### src/verilog/sync_serial_regs.svh
// Register offsets, field positions and reset values of the synchronous serial port
`ifndef SYNC_SERIAL_REGS_SVH
`define SYNC_SERIAL_REGS_SVH

// ****************************************************************
// Word indexes (byte address = 4 * index)
// ****************************************************************
`define RX_STATUS_CONTROL_IDX 3'h0
`define RX_BUFFER_IDX         3'h1
`define TX_STATUS_CONTROL_IDX 3'h2
`define BAUD_CONTROL_IDX      3'h3
`define BAUD_DIV_HIGH_IDX     3'h4
`define BAUD_DIV_LOW_IDX      3'h5
`define TX_BUFFER_IDX         3'h6
`define IRQ_CONTROL_IDX       3'h7

// ****************************************************************
// Field positions
// ****************************************************************
`define RX_PORT_ENABLE_BIT    7
`define RX_NINE_BIT_BIT       6
`define RX_SINGLE_BIT         5
`define RX_CONTINUOUS_BIT     4
`define RX_FRAMING_BIT        2
`define RX_OVERRUN_BIT        1
`define RX_NINTH_BIT          0
`define TX_CLOCK_SOURCE_BIT   7
`define TX_NINE_BIT_BIT       6
`define TX_ENABLE_BIT         5
`define TX_SYNC_MODE_BIT      4
`define TX_SHIFT_EMPTY_BIT    1
`define TX_NINTH_BIT          0
`define BAUD_POLARITY_BIT     4
`define BAUD_SIXTEEN_BIT      3
`define IRQ_RX_ENABLE_BIT     0
`define IRQ_TX_ENABLE_BIT     1
`define IRQ_RX_FLAG_BIT       2
`define IRQ_TX_FLAG_BIT       3

// ****************************************************************
// Reset values and counts
// ****************************************************************
`define CONTROL_RESET         8'h00
`define DIVISOR_RESET         8'h00
`define WORD_BITS_SHORT       4'h8
`define WORD_BITS_LONG        4'h9

`endif
### src/verilog/sync_serial_pkg.sv
// Types shared by the synchronous serial port
package sync_serial_pkg;

  typedef enum logic [1:0] {IDLE, RECV, SEND} mode_t;

  typedef struct packed {
    logic        ck_s1;
    logic        ck_s2;
    logic        ck_s3;
    logic        dt_s1;
    logic        dt_s2;
    logic        ph_valid;
    logic        ph_write;
    logic [2:0]  ph_idx;
    logic [31:0] rdata;
    logic        port_enable;
    logic        nine_bit_rx_option;
    logic        single_word_rx_enable;
    logic        continuous_rx_enable;
    logic        overrun_error;
    logic        received_ninth_bit;
    logic        clock_source_select;
    logic        nine_bit_tx_option;
    logic        transmit_enable;
    logic        sync_mode;
    logic        transmit_ninth_bit;
    logic        clock_idle_polarity;
    logic        sixteen_bit_divisor_option;
    logic [7:0]  div_high;
    logic [7:0]  div_low;
    logic        receive_irq_enable;
    logic        transmit_irq_enable;
    logic [7:0]  rx_buf;
    logic        rx_full;
    logic [8:0]  tx_buf;
    logic        tx_full;
    logic [8:0]  transmit_shift_register;
    logic [8:0]  receive_shift_register;
    mode_t       mode;
    logic [3:0]  bit_cnt;
    logic        shift_owed;
    logic [15:0] baud_cnt;
    logic        clk_lvl;
    logic        dt_drive;
  } state_t;

endpackage : sync_serial_pkg

### src/verilog/sync_serial_receive_and_slave.sv
// Synchronous serial port: master/slave reception, slave transmission, AHB-Lite registers
`timescale 1ns/10ps
`include "sync_serial_regs.svh"

module sync_serial_receive_and_slave
  import sync_serial_pkg::*;
(
  input  wire logic        sys_clk,
  input  wire logic        nrst,
  input  wire logic        hsel,
  input  wire logic [31:0] haddr,
  input  wire logic [1:0]  htrans,
  input  wire logic        hwrite,
  input  wire logic [2:0]  hsize,
  input  wire logic [31:0] hwdata,
  input  wire logic        hready,
  output logic      [31:0] hrdata,
  output logic             hreadyout,
  output logic             hresp,
  input  wire logic        ck_in,
  output logic             ck_out,
  output logic             ck_oe,
  input  wire logic        dt_in,
  output logic             dt_out,
  output logic             dt_oe,
  output logic             irq_req
);

  // ****************************************************************
  // State and helpers
  // ****************************************************************
  state_t      s;
  state_t      n;
  logic        enabled;
  logic        master;
  logic        rx_go;
  logic [15:0] divisor;
  logic        tick;
  logic        m_toggle;
  logic        rise;
  logic        fall;
  logic [3:0]  nbits;
  logic [3:0]  cnt_inc;
  logic [8:0]  word;
  logic        addr_ok;
  logic [7:0]  rd_val;

  // ****************************************************************
  // Bus answers
  // ****************************************************************
  // Zero wait states; every access completes OKAY, only haddr[4:2] is decoded so every read hits a register
  // Size is not decoded: only whole-word accesses are expected
  assign hrdata    = s.rdata;
  assign hreadyout = 1'b1;
  assign hresp     = 1'b0;

  // ****************************************************************
  // Pins and wake request
  // ****************************************************************
  assign ck_out  = s.clk_lvl;
  // Slave never drives the clock; the peer owns the line then
  assign ck_oe   = enabled & master;
  assign dt_out  = s.dt_drive;
  assign dt_oe   = enabled & (s.mode == SEND);
  assign irq_req = (s.receive_irq_enable & s.rx_full)
                 | (s.transmit_irq_enable & ~s.tx_full);

  // ****************************************************************
  // Next-state logic
  // ****************************************************************
  // One combinational pass builds the whole next state; the only
  // register stage is the single always_ff at the bottom
  always_comb
  begin
    n = s;

    // ****************************************************************
    // Pin synchronisers and mode decode
    // ****************************************************************
    // Synchronisers; stage three only exists for edge detection on clean stage two
    n.ck_s1 = ck_in;
    n.ck_s2 = s.ck_s1;
    n.ck_s3 = s.ck_s2;
    n.dt_s1 = dt_in;
    n.dt_s2 = s.dt_s1;

    enabled = s.port_enable & s.sync_mode;
    master  = s.clock_source_select;
    rx_go   = s.continuous_rx_enable | (s.single_word_rx_enable & master);
    // A divisor of zero toggles every cycle, the fastest shift clock
    divisor = s.sixteen_bit_divisor_option ? {s.div_high, s.div_low} : {8'h00, s.div_low};
    tick    = (s.baud_cnt == divisor);

    // ****************************************************************
    // Shift clock generation and edge detection
    // ****************************************************************
    // Master clock parks at its idle level between words
    m_toggle = master & enabled & tick & ((s.mode != IDLE) | (s.clk_lvl != s.clock_idle_polarity));
    if (master & enabled)
    begin
      rise = m_toggle & ~s.clk_lvl;
      fall = m_toggle & s.clk_lvl;
    end
    else
    begin
      // peer clock paces the shifter; no divider involved
      rise = enabled & s.ck_s2 & ~s.ck_s3;
      fall = enabled & ~s.ck_s2 & s.ck_s3;
    end
    if (!(master & enabled) || ((s.mode == IDLE) && (s.clk_lvl == s.clock_idle_polarity)))
      n.baud_cnt = 16'h0000;
    else if (tick)
      n.baud_cnt = 16'h0000;
    else
      n.baud_cnt = s.baud_cnt + 16'h0001;
    // Disabled or slave: the clock output parks at the idle level
    if (!(master & enabled))
      n.clk_lvl = s.clock_idle_polarity;
    else if (m_toggle)
      n.clk_lvl = ~s.clk_lvl;

    // ****************************************************************
    // Register reads and writes
    // ****************************************************************
    // Only NONSEQ or SEQ with ready high opens an address phase
    addr_ok = hsel & htrans[1] & hready;
    n.ph_valid = addr_ok;
    n.ph_write = hwrite;
    n.ph_idx   = haddr[4:2];
    // Read data is registered, so it stands for the whole data phase
    case (haddr[4:2])
      `RX_STATUS_CONTROL_IDX: rd_val = {s.port_enable, s.nine_bit_rx_option,
                                        s.single_word_rx_enable, s.continuous_rx_enable,
                                        2'b00, s.overrun_error, s.received_ninth_bit};
      `RX_BUFFER_IDX:         rd_val = s.rx_buf;
      `TX_STATUS_CONTROL_IDX: rd_val = {s.clock_source_select, s.nine_bit_tx_option,
                                        s.transmit_enable, s.sync_mode, 2'b00,
                                        s.mode != SEND, s.transmit_ninth_bit};
      `BAUD_CONTROL_IDX:      rd_val = {3'b000, s.clock_idle_polarity,
                                        s.sixteen_bit_divisor_option, 3'b000};
      `BAUD_DIV_HIGH_IDX:     rd_val = s.div_high;
      `BAUD_DIV_LOW_IDX:      rd_val = s.div_low;
      `TX_BUFFER_IDX:         rd_val = s.tx_buf[7:0];
      `IRQ_CONTROL_IDX:       rd_val = {4'h0, ~s.tx_full, s.rx_full,
                                        s.transmit_irq_enable, s.receive_irq_enable};
      default:                rd_val = 8'h00;
    endcase
    // Reading the receive buffer frees it already at the address phase
    if (addr_ok && !hwrite)
    begin
      n.rdata = {24'h000000, rd_val};
      if (haddr[4:2] == `RX_BUFFER_IDX)
        n.rx_full = 1'b0;
    end
    // Write data arrives one cycle after its address phase
    if (s.ph_valid && s.ph_write)
    begin
      case (s.ph_idx)
        `RX_STATUS_CONTROL_IDX:
        begin
          n.port_enable           = hwdata[`RX_PORT_ENABLE_BIT];
          n.nine_bit_rx_option    = hwdata[`RX_NINE_BIT_BIT];
          n.single_word_rx_enable = hwdata[`RX_SINGLE_BIT];
          n.continuous_rx_enable  = hwdata[`RX_CONTINUOUS_BIT];
          if (!hwdata[`RX_CONTINUOUS_BIT])
            n.overrun_error = 1'b0;
        end
        `TX_STATUS_CONTROL_IDX:
        begin
          n.clock_source_select = hwdata[`TX_CLOCK_SOURCE_BIT];
          n.nine_bit_tx_option  = hwdata[`TX_NINE_BIT_BIT];
          n.transmit_enable     = hwdata[`TX_ENABLE_BIT];
          n.sync_mode           = hwdata[`TX_SYNC_MODE_BIT];
          n.transmit_ninth_bit  = hwdata[`TX_NINTH_BIT];
        end
        `BAUD_CONTROL_IDX:
        begin
          n.clock_idle_polarity        = hwdata[`BAUD_POLARITY_BIT];
          n.sixteen_bit_divisor_option = hwdata[`BAUD_SIXTEEN_BIT];
        end
        `BAUD_DIV_HIGH_IDX: n.div_high = hwdata[7:0];
        `BAUD_DIV_LOW_IDX:  n.div_low  = hwdata[7:0];
        `IRQ_CONTROL_IDX:
        begin
          n.receive_irq_enable  = hwdata[`IRQ_RX_ENABLE_BIT];
          n.transmit_irq_enable = hwdata[`IRQ_TX_ENABLE_BIT];
        end
        default:
        begin
        end
      endcase
    end

    // ****************************************************************
    // Shift engine
    // ****************************************************************
    // Bit counter holds the bits already sampled in the current word
    cnt_inc = s.bit_cnt + 4'h1;
    nbits   = ((s.mode == SEND) ? s.nine_bit_tx_option : s.nine_bit_rx_option)
            ? `WORD_BITS_LONG : `WORD_BITS_SHORT;
    // Eight-bit words sit one place higher in the shift register
    word    = s.nine_bit_rx_option ? {s.dt_s2, s.receive_shift_register[8:1]}
                                   : {1'b0, s.dt_s2, s.receive_shift_register[8:2]};
    case (s.mode)
      IDLE:
      begin
        // Master waits for the clock to settle at idle before a new word
        // Half duplex: nothing new starts while a word is in flight
        if (enabled && (!master || (s.clk_lvl == s.clock_idle_polarity)))
        begin
          if (rx_go)
          begin
            // Receive enables win over a queued transmit word
            if (!s.overrun_error)
            begin
              n.mode    = RECV;
              n.bit_cnt = 4'h0;
            end
          end
          else if (s.transmit_enable && s.tx_full)
          begin
            n.mode                    = SEND;
            n.transmit_shift_register = s.tx_buf;
            n.dt_drive                = s.tx_buf[0];
            n.tx_full                 = 1'b0;
            n.bit_cnt                 = 4'h0;
            n.shift_owed              = 1'b0;
          end
        end
      end

      RECV:
      begin
        // Dropping an enable mid-word abandons the partial word
        if (!enabled || !rx_go)
          n.mode = IDLE;
        else if (fall)
        begin
          n.receive_shift_register = {s.dt_s2, s.receive_shift_register[8:1]};
          n.bit_cnt                = cnt_inc;
          if (cnt_inc == nbits)
          begin
            // word completes on the master or peer clock alone
            // Overrun drops the new word and keeps the unread one
            if (n.rx_full)
              n.overrun_error = 1'b1;
            else
            begin
              n.rx_buf             = word[7:0];
              n.received_ninth_bit = word[8];
              n.rx_full            = 1'b1;
            end
            if (master && !s.continuous_rx_enable)
              n.single_word_rx_enable = 1'b0;
            // Continuous reception re-enters RECV from IDLE for the next word
            n.mode = IDLE;
          end
        end
      end

      SEND:
      begin
        // Clearing the transmit enable abandons the word on the line
        if (!enabled || !s.transmit_enable)
          n.mode = IDLE;
        // Data moves on the rising edge so it is steady when the peer samples
        else if (rise && s.shift_owed)
        begin
          n.transmit_shift_register = {1'b0, s.transmit_shift_register[8:1]};
          n.dt_drive                = s.transmit_shift_register[1];
          n.shift_owed              = 1'b0;
        end
        else if (fall)
        begin
          // Count the bit the peer has just sampled
          n.bit_cnt    = cnt_inc;
          n.shift_owed = 1'b1;
          if (cnt_inc == nbits)
          begin
            if (s.tx_full)
            begin
              // Queued word follows back to back; flag rises only now
              n.transmit_shift_register = s.tx_buf;
              n.dt_drive                = s.tx_buf[0];
              n.tx_full                 = 1'b0;
              n.bit_cnt                 = 4'h0;
              n.shift_owed              = 1'b0;
            end
            else
              n.mode = IDLE;
          end
        end
      end
      // Unused encoding falls back to idle
      default: n.mode = IDLE;
    endcase

    // ****************************************************************
    // Transmit buffer write
    // ****************************************************************
    // Written after the engine so a new word is never lost to a same-cycle transfer
    if (s.ph_valid && s.ph_write && (s.ph_idx == `TX_BUFFER_IDX))
    begin
      n.tx_buf  = {s.transmit_ninth_bit, hwdata[7:0]};
      n.tx_full = 1'b1;
    end
  end

  // ****************************************************************
  // State register
  // ****************************************************************
  // Synchronous reset clears every field, so all pins start released
  always_ff @(posedge sys_clk)
  begin
    if (!nrst)
      s <= '0;
    else
      s <= n;
  end

endmodule : sync_serial_receive_and_slave

### config.mk
export PLATFORM = sky130hd
export DESIGN_NAME = sync_serial_receive_and_slave
export DESIGN_NICKNAME = d
export VERILOG_FILES = /design/src/verilog/sync_serial_pkg.sv /design/src/verilog/sync_serial_receive_and_slave.sv
export VERILOG_INCLUDE_DIRS = /design/src /design/src/verilog
export SDC_FILE = /design/constraint.sdc
export NUM_CORES = 1
export LEC_CHECK = 0
export ABC_AREA = 0
export BUFFER_PORTS_ARGS = -buffer_cell sky130_fd_sc_hd__buf_2
export CAP_MARGIN = 20
export CORE_ASPECT_RATIO = 1.2
export CORE_MARGIN = 5
export CORE_UTILIZATION = 43
export DETAILED_ROUTE_END_ITERATION = 10
export GPL_TIMING_DRIVEN = 0
export SETUP_SLACK_MARGIN = 0.15
export SLEW_MARGIN = 40
export SYNTH_ARGS = -nofsm -noshare
export SYNTH_HDL_FRONTEND = slang
export SYNTH_SLANG_ARGS = --single-unit
export TNS_END_PERCENT = 100
### constraint.sdc
create_clock -name sys_clk -period 2.9 [get_ports sys_clk]
set_input_delay 0.435 -clock sys_clk [delete_from_list [all_inputs] [get_ports sys_clk]]
set_output_delay 0.435 -clock sys_clk [all_outputs]
set_load 0.03 [all_outputs]
# ---- Word-level counts from Yosys, hierarchy flattened
# Index checks and enable logic that the tools add are counted.
dict set report word_totals {
  out_inout_bits 39
  regBits 111
  inputBits 76
}
dict set report op_classes {
  addsub 2
  n_mux 69
  n_reduce_logical 40
  n_bitwise 26
  n_eq_ne 47
}
# operator count
set ops {}
lappend ops {{8-bit one-hot mux with 8 select lines} 1}
lappend ops {{10-bit two-way mux} 6}
lappend ops {{1-bit two-way mux} 32}
lappend ops {{7-bit two-way mux} 4}
lappend ops {{9-bit two-way mux} 3}
lappend ops {{3-bit by 2-bit != test with 1-bit output, second input constant} 9}
lappend ops {{3-bit equality test, second input constant} 8}
lappend ops {{6-bit two-way mux} 4}
lappend ops {{10-bit one-hot mux with 2 select lines} 1}
lappend ops {{9-bit AND reduction} 2}
lappend ops {{16-bit by 1-bit adder with 16-bit output, second input constant} 1}
lappend ops {{1-bit AND} 16}
lappend ops {{16-bit equality test} 1}
lappend ops {{16-bit two-way mux} 1}
lappend ops {{2-bit two-way mux} 8}
lappend ops {{8-bit AND reduction} 2}
lappend ops {{3-bit by 1-bit != test with 1-bit output, second input constant} 5}
lappend ops {{2-bit != test, second input constant} 7}
lappend ops {{3-bit by 2-bit equality test with 1-bit output, second input constant} 4}
lappend ops {{3-bit != test, second input constant} 4}
lappend ops {{4-bit one-hot mux with 3 select lines} 1}
lappend ops {{2-bit AND reduction} 6}
lappend ops {{5-bit two-way mux} 2}
lappend ops {{1-bit logical AND} 8}
lappend ops {{other kinds (24)} 48}

# ---- Longest topological paths before layout
# Gate-level depths: netlist of run 1.
dict set report depth {
  ltp_word 11
  ltp_mapped 11
  mapped_depth_nobuf 9
}

# ---- Least setup slack after synthesis of run 1
# No wires, ideal clock.
dict set report synth_path {
  path_type {register to register}
  from {register s[23] (netlist bit)}
  to {register s[38] (netlist bit)}
  path_stages_with_launch 12
  setup_ns 0.150
  synth_period_minus_slack_ns 2.138
  arrival_time_ns 1.989
  path_slack_ns 0.762
  path_buffers 2
  cell_sequence {dfxtp_1 inv_1 ha_1 buf_2 mux2i_1 xor2_1 nor4_1 nand2_1 a211o_1 buf_4 o21ai_4 a221oi_1}
}
dict set report synth_via {
  elab_chain_len 9
  elab_cells_between_ends 25
  classes_between {eq/ne: 9; mux: 7; bitwise: 4; reduce/logical: 5}
}
# element line
set synth_lines {}
lappend synth_lines {{start, declared} sync_serial_receive_and_slave.sv:32} ;# state_t s;
lappend synth_lines {{start signal, assigned} sync_serial_receive_and_slave.sv:318} ;# s <= n;
lappend synth_lines {{2-bit nonzero test} sync_serial_receive_and_slave.sv:98} ;# m_toggle = master & enabled & tick & ((s.mode != IDLE) | (s.clk_lvl != s.clock_idle_polarity));
lappend synth_lines {{1-bit bitwise OR} sync_serial_receive_and_slave.sv:98}
lappend synth_lines {{1-bit AND} sync_serial_receive_and_slave.sv:98}
lappend synth_lines {{1-bit AND} sync_serial_receive_and_slave.sv:101} ;# rise = m_toggle & ~s.clk_lvl;
lappend synth_lines {{1-bit two-way mux} sync_serial_receive_and_slave.sv:99} ;# if (master & enabled)
lappend synth_lines {{1-bit logical AND} sync_serial_receive_and_slave.sv:267} ;# else if (rise && s.shift_owed)
lappend synth_lines {{9-bit two-way mux} sync_serial_receive_and_slave.sv:267}
lappend synth_lines {{10-bit two-way mux} sync_serial_receive_and_slave.sv:264} ;# if (!enabled || !s.transmit_enable)
lappend synth_lines {{10-bit one-hot mux with 2 select lines} sync_serial_receive_and_slave.sv:204} ;# case (s.mode)
# Parallel ways exist; a longest one is shown, timed or not. The select of a mux whose other input is x is not followed.
# A chain may end at the register's enable or synchronous reset.

# ---- Worst setup path after layout of run 1
dict set report layout_path {
  from {register s[23] (netlist bit)}
  to {register s[60] (netlist bit)}
}
dict set report layout_via {
  elab_chain_len 6
  elab_cells_between_ends 11
  classes_between {eq/ne: 3; mux: 3; bitwise: 3; reduce/logical: 2}
}
# element line
set layout_lines {}
lappend layout_lines {{2-bit nonzero test} sync_serial_receive_and_slave.sv:98}
lappend layout_lines {{1-bit bitwise OR} sync_serial_receive_and_slave.sv:98}
lappend layout_lines {{1-bit AND} sync_serial_receive_and_slave.sv:98}
lappend layout_lines {{1-bit AND} sync_serial_receive_and_slave.sv:102} ;# fall = m_toggle & s.clk_lvl;
lappend layout_lines {{1-bit two-way mux} sync_serial_receive_and_slave.sv:99}
lappend layout_lines {{5-bit AND reduction (no line) (*)} -}
# Every way passes the cells marked *; elsewhere a longest branch is shown, timed or not.

==> metrics.md, run 1 <==
| Metric | Value |
|---|---|
| Status | finished clean |
| Max incr delay on CP | 0.35 ns |
| Max clock buf depth | 2 |
| Routability-driven placement congestion ratio | 0.913 |
| Post-CTS sizing | 0 |
| Vias in the first global route | about 4600 |
| Non-filler cells, final | approximately 870 |
| Share of post-route cells with drive strength above 1 | between 10% and 20% |
| Count of max-cap constraint violations | 0 |
| Final Total Pwr | about 3.2 mW |
| Root Driver | clkbuf_16 |
| # setup viols final | 0 |
| Drt drc | 0 |
| Dpl cell area | between 6000 and 7000 sq um |
| Reg clk slew, reported paths | ~0.07 ns |
| CTS tree | yes |
| Post-route ant nets | 0 |
| Synthesis-to-finish area growth | 14.0% |
| Final Cycle Share | about 87% |
| Worst Tran Pin Value | 0.819 ns |
| RSZ-0062 raised after global routing | no |
| Final WL | 15.2 mm |
| Post-route cell area | 6570 sq um |
| Hold slack | about 0.28 ns |
| Setup Buffers After CTS | 0 |
| LEAKAGE | around 2.4 nW |
| Cell variety after synth | 77 |
| Final Skew | about 0.013 ns |
| Worst Setup Path Type | reg -> reg |
| Wire per inst | between 15 and 20 microns |
| Worst vdd ir | around 290 uV |
| DP Cell Count | 857 |
| Hold Buf Count CTS | 0 |
| Gr usage total | just over 20% |
| DRT Pass-1 Iters | 4 |
| Slew headroom | 45.3% |
| Via-to-Cell Ratio | ~5.3 |
| Setup slack after layout | approximately 0.38 ns |
| Most frequent cells in the layout | dfxtp_1, nor2_1, mux2i_1 |
| Initial DRC count | between 300 and 400 |
| # rows | between 40 and 50 |
| Post-DP HPWL | between 10 and 15 mm |
| Initial antenna violation count | 0 |
| Depth of the CTS H-tree | 3 |
| Worst path required time | between 3 and 4 ns |
| Initial Utilization | between 40 and 50% |
| Arrival time worst endpoint | 2.81 ns |
| Ys async rst share | 0% |
| Crit path cell chain | inv_1 > ha_1 > nand2_1 > nand3_1 > nor3_2 > nand3_2 > a211oi_2 > buf_6 > and3_4 > buf_12 > mux2i_1 |
| CP Launch Type | flip-flop |
| Worst min path class | in -> reg |
| Clock Latency Late Sink | 0.36 ns |
| Die Area | about 16000 sq um |
| CTS Buf Count | 9 |
| Final Hold Violating Endpoints | 0 |
| Setup crit end kind | flip-flop |
| Crit path max fanout | 10 |
| First-pass GRT wire length | 24.6 mm |
| Commonest non-fill, non-tap cell in the layout | dfxtp_1 |
| Post-layout net count | between 700 and 800 |
| Max Slew Vio Count | 0 |
| Final min period | 2.52 ns |
| Syn Inst Count | approximately 640 |
| Global route overflow | 0 |
| Via count | 4645 |
| Register area share after synthesis | 37.9% |
| Critical-path top delay cell | dfxtp_1 |
| Syn avg cell area | 9.08 sq um |
| Pwr Density | roughly 480 nW/um^2 |
| Synth Warn # | 0 |
| Die Span Y | about 140 microns |
| Multi-input gate area | 3200 sq um |
| Register area | ~2200 sq um |
| Core area | 13200 sq um |
| Pre-CTS setup slack | 0.395 ns |
| Final TNS setup | 0 ns |
| I/O Buffers | 30 |
| Post-synth EDFFs | 0 |
| Post-synthesis cell area | 5760 sq um |
| Yosys reg bits | ~110 |
| I/O pin cnt | 115 |
| Die Wd | approximately 120 microns |
| N_diodes | 0 |
| FILL cells | between 1000 and 1500 |
| Fmax | about 400 MHz |
| Top_reg_cell synth | dfxtp_1 |
| # clock sinks | 109 |
| Final core occ | roughly 50% |
| Largest net degree at the start of global routing | 19 |
## cells in the mapped netlist, drive strengths merged, types with 3 or more instances
cell type / n / share of area (%)
inv: 15 / 0.98
clkbuf: 24 / 1.6
o21ai: 21 / 2.2
o211ai: 6 / 0.78
a22oi: 6 / 0.96
clkinv: 3 / 0.22
xor2: 11 / 1.7
a211oi: 4 / 0.61
mux4: 5 / 2.0
o2111ai: 3 / 0.76
and2: 11 / 1.2
nand4: 9 / 0.98
dfxtp: 109 / 38
buf: 41 / 5.4
nor3: 8 / 0.78
nand3: 19 / 1.9
mux2: 9 / 1.8
a221oi: 12 / 2.5
a21oi: 19 / 1.7
a2bb2oi: 3 / 0.46
a22o: 3 / 0.48
nor2: 98 / 6.5
mux2i: 68 / 12
or2: 3 / 0.33
ha: 5 / 1.1
nand2: 55 / 3.6
and3: 7 / 0.87
nand4b: 3 / 0.46
xnor2: 17 / 2.6
## cell families (layout without fill, tap and decap cells)
family          count (synthesis)  in the layout  share of synthesized area [%]
simple gates                  232            232                           19.8
flops                         109            109                           37.9
compound gates                 94             94                           13.1
buf+inv                        83            129                           8.20
mux                            82             82                           15.5
xor+xnor                       28             28                           4.25
fa+ha+maj                       5              5                           1.09
other cells                     2             26                          0.130
## metal layers
layer  share of wire, %  GRT usage (%)  wire length [microns]
met1                 41           24.5                   6270
met2                 51           34.5                   7750
met3                4.8           2.83                    722
met4                2.9           10.2                    441
met5                  0              0                      0
## sequential cells by signal, summed over array words and instances (netlist names)
signal / flops
s: 96
hrdata: 8
n: 3
master: 1
ck_out: 1
## path summary, 6_finish.rpt
check / start / endpoint / slack, ns / depth (start not counted)
min: dt_in / n[130] / 0.28 / 2
min reg2reg: n[130] / s[130] / 0.43 / 1
max reg2reg: s[23] / s[60] / 0.38 / 11
max: s[23] / s[60] / 0.38 / 11
## report_power, final
part / internal [mW] / total, mW / switching, mW
combinational: 0.0629 / 0.200 / 0.137
sequential: 1.51 / 1.51 / 0.00616
clock: 0.877 / 1.47 / 0.589
## cell type report
cell class	instances	share of cell area [%]
buffer	65	6.15
clock buffer	10	3.64
clock inverter	6	1.79
inverter	18	1.05
multi-input combinational	467	48.7
sequential	109	33.2
tap	168	3.20
timing repair buffer	30	2.28
## critical path: cells and delay by family, from the launching register on
| family | cells | cell delay, ns |
|---|---|---|
| buffers and inverters | 3 | 0.39 |
| AND/OR/NAND/NOR | 5 | 0.93 |
| multiplexers | 1 | 0.18 |
| AO/OA/AOI/OAI | 1 | 0.29 |
| flip-flops | 1 | 0.35 |
| adder cells (fa/ha/maj) | 1 | 0.30 |
No activity file was read; power rests on OpenSTA's default activity.
==> inputs of run 2 (changes only) <==
Settings changed: GPL_TIMING_DRIVEN 0 to unset.
==> metrics.md, run 2 (same netlist as run 1, synthesis figures left out) <==
| Metric | Value |
|---|---|
| Status | finished clean |
| Post-DP HPWL | 10.0 mm |
| CTS Buf Count | 9 |
| Final Cycle Share | between 80% and 90% |
| Worst R2R End | s[23] |
| Max clock buf depth | 2 |
| CP Launch Type | flip-flop |
| Pwr Density | about 460 nW/um^2 |
| I/O Buffers | 31 |
| Wire per inst | 16.4 microns |
| Final core occ | between 40% and 50% |
| Post-route ant nets | 0 |
| Final min period | about 2.6 ns |
| Worst Tran Pin Value | about 0.7 ns |
| Worst path required time | ~3.2 ns |
| Final Hold Violating Endpoints | 0 |
| R2r setup slk | about 0.33 ns |
| Fmax | between 300 and 400 MHz |
| DRT Pass-1 Iters | 4 |
| Gr usage total | between 10% and 20% |
| Vias in the first global route | about 4200 |
| Top reg by flops | s |
| Core area | 13200 sq um |
| Delay-heaviest family, CP | multiplexers |
| Routability-driven placement congestion ratio | around 0.86 |
| DP Cell Count | between 800 and 900 |
| Commonest non-fill, non-tap cell in the layout | dfxtp_1 |
| Drt drc | 0 |
| Synthesis-to-finish area growth | 7.16% |
| Crit path cell chain | inv_1 > ha_1 > mux2i_1 > xor2_1 > nor2_1 > and2_1 > a21boi_0 > a211oi_1 > mux2i_1 |
| Max Slew Vio Count | 0 |
| Reg clk slew, reported paths | approximately 0.08 ns |
| Critical-path top delay cell | a211oi_1 |
| Worst path buffer plus inverter count | 1 |
| Hold Crit Depth | 2 |
| FILL cells | around 1300 |
| LEAKAGE | ~2.2 nW |
| Root Driver | clkbuf_16 |
| Clock Latency Late Sink | roughly 0.36 ns |
| Worst Hold Endpoint | n[133] |
| HP Start | ck_in |
| Global route overflow | 0 |
| Post-CTS sizing | 0 |
| Final Skew | approximately 0.0085 ns |
| Worst r2r src | s[23] |
| Reg2Reg Depth | 9 |
| Post-route cell area | roughly 6200 sq um |
| Max incr delay on CP | approximately 0.42 ns |
| Arrival time worst endpoint | 2.86 ns |
| Hold slack | around 0.27 ns |
| Hold Buf Count CTS | 0 |
| Die Wd | 116 microns |
| Die Span Y | approximately 140 microns |
| Via-to-Cell Ratio | between 5 and 6 |
| Count of max-cap constraint violations | 0 |
| Largest net degree at the start of global routing | between 40 and 50 |
| Share of post-route cells with drive strength above 1 | around 16% |
| Post-layout net count | 726 |
| I/O pin cnt | roughly 120 |
| Initial antenna violation count | 0 |
| Initial DRC count | approximately 240 |
| Most frequent cells in the layout | dfxtp_1, nor2_1, mux2i_1 |
| # setup viols final | 0 |
| RSZ-0062 raised after global routing | no |
| # clock sinks | 109 |
| # rows | 46 |
| Worst Setup Path Type | reg -> reg |
| Worst min path class | in -> reg |
| First-pass GRT wire length | 21.6 mm |
| Flip-flop count of the largest register after layout | 96 |
| N_diodes | 0 |
| Setup crit end kind | flip-flop |
| Crit path max fanout | 9 |
| Via count | roughly 4400 |
| Setup Buffers After CTS | 0 |
| Most frequent cell on the critical path | mux2i_1 |
| Final TNS setup | 0 ns |
| Initial Utilization | 43.7% |
| Depth of the CTS H-tree | 3 |
| Slew headroom | approximately 53% |
| Final WL | roughly 13 mm |
| Worst vdd ir | 349 uV |
| CTS tree | yes |
| Die Area | between 15000 and 20000 sq um |
| Dpl cell area | just under 6000 sq um |
| Non-filler cells, final | about 800 |
run 2: how the worst max path moves through the flow:
stage	startpoint	endpoint	slack [ns]	cells past startpoint
finish	s[23]	s[23]	0.33	9
global route	s[23]	s[41]	0.24	9
CTS	s[23]	s[23]	0.37	9
detailed placement	s[23]	s[23]	0.40	9
global placement	s[23]	s[41]	0.45	9
floorplan	s[23]	s[38]	0.76	11
run 2: routing by layer:
layer	vias up	wire length (microns)	global-route usage (%)
li1	2193	-	-
met1	2085	5780	21.9
met2	98	6600	29.0
met3	30	512	2.92
met4	0	487	8.90
met5	-	0	0
run 2: per-stage QoR:
stage	setup slack, ns	power [mW]
6_report	0.330	2.85
5_1_grt	0.238	2.95
4_1_cts	0.367	2.89
3_5_place_dp	0.398	1.70
3_3_place_gp	0.454	1.70
2_1_floorplan	0.762	1.69
run 2: layout make-up:
class	instances	area, sq um	share of cell area (%)
clock buffer	9	225	3.65
clock inverter	7	56.3	0.911
inverter	18	68.8	1.11
multi-input combinational	467	3200	51.8
sequential	109	2180	35.3
tap	168	210	3.40
timing repair buffer	40	235	3.81
run 2: worst reg2reg max path, delay by kind of cell, from the launching register on:
family / cells / cell delay, ns
fa+ha+maj: 1 / 0.37
buf+inv: 1 / 0.08
mux: 2 / 0.62
simple gates: 2 / 0.38
compound gates: 2 / 0.53
flops: 1 / 0.33
xor+xnor: 1 / 0.20
run 2: report_power, final:
group | internal [mW] | switching, mW
clock network | 0.594 | 0.592
registers | 1.51 | 0.00568
logic | 0.0361 | 0.122
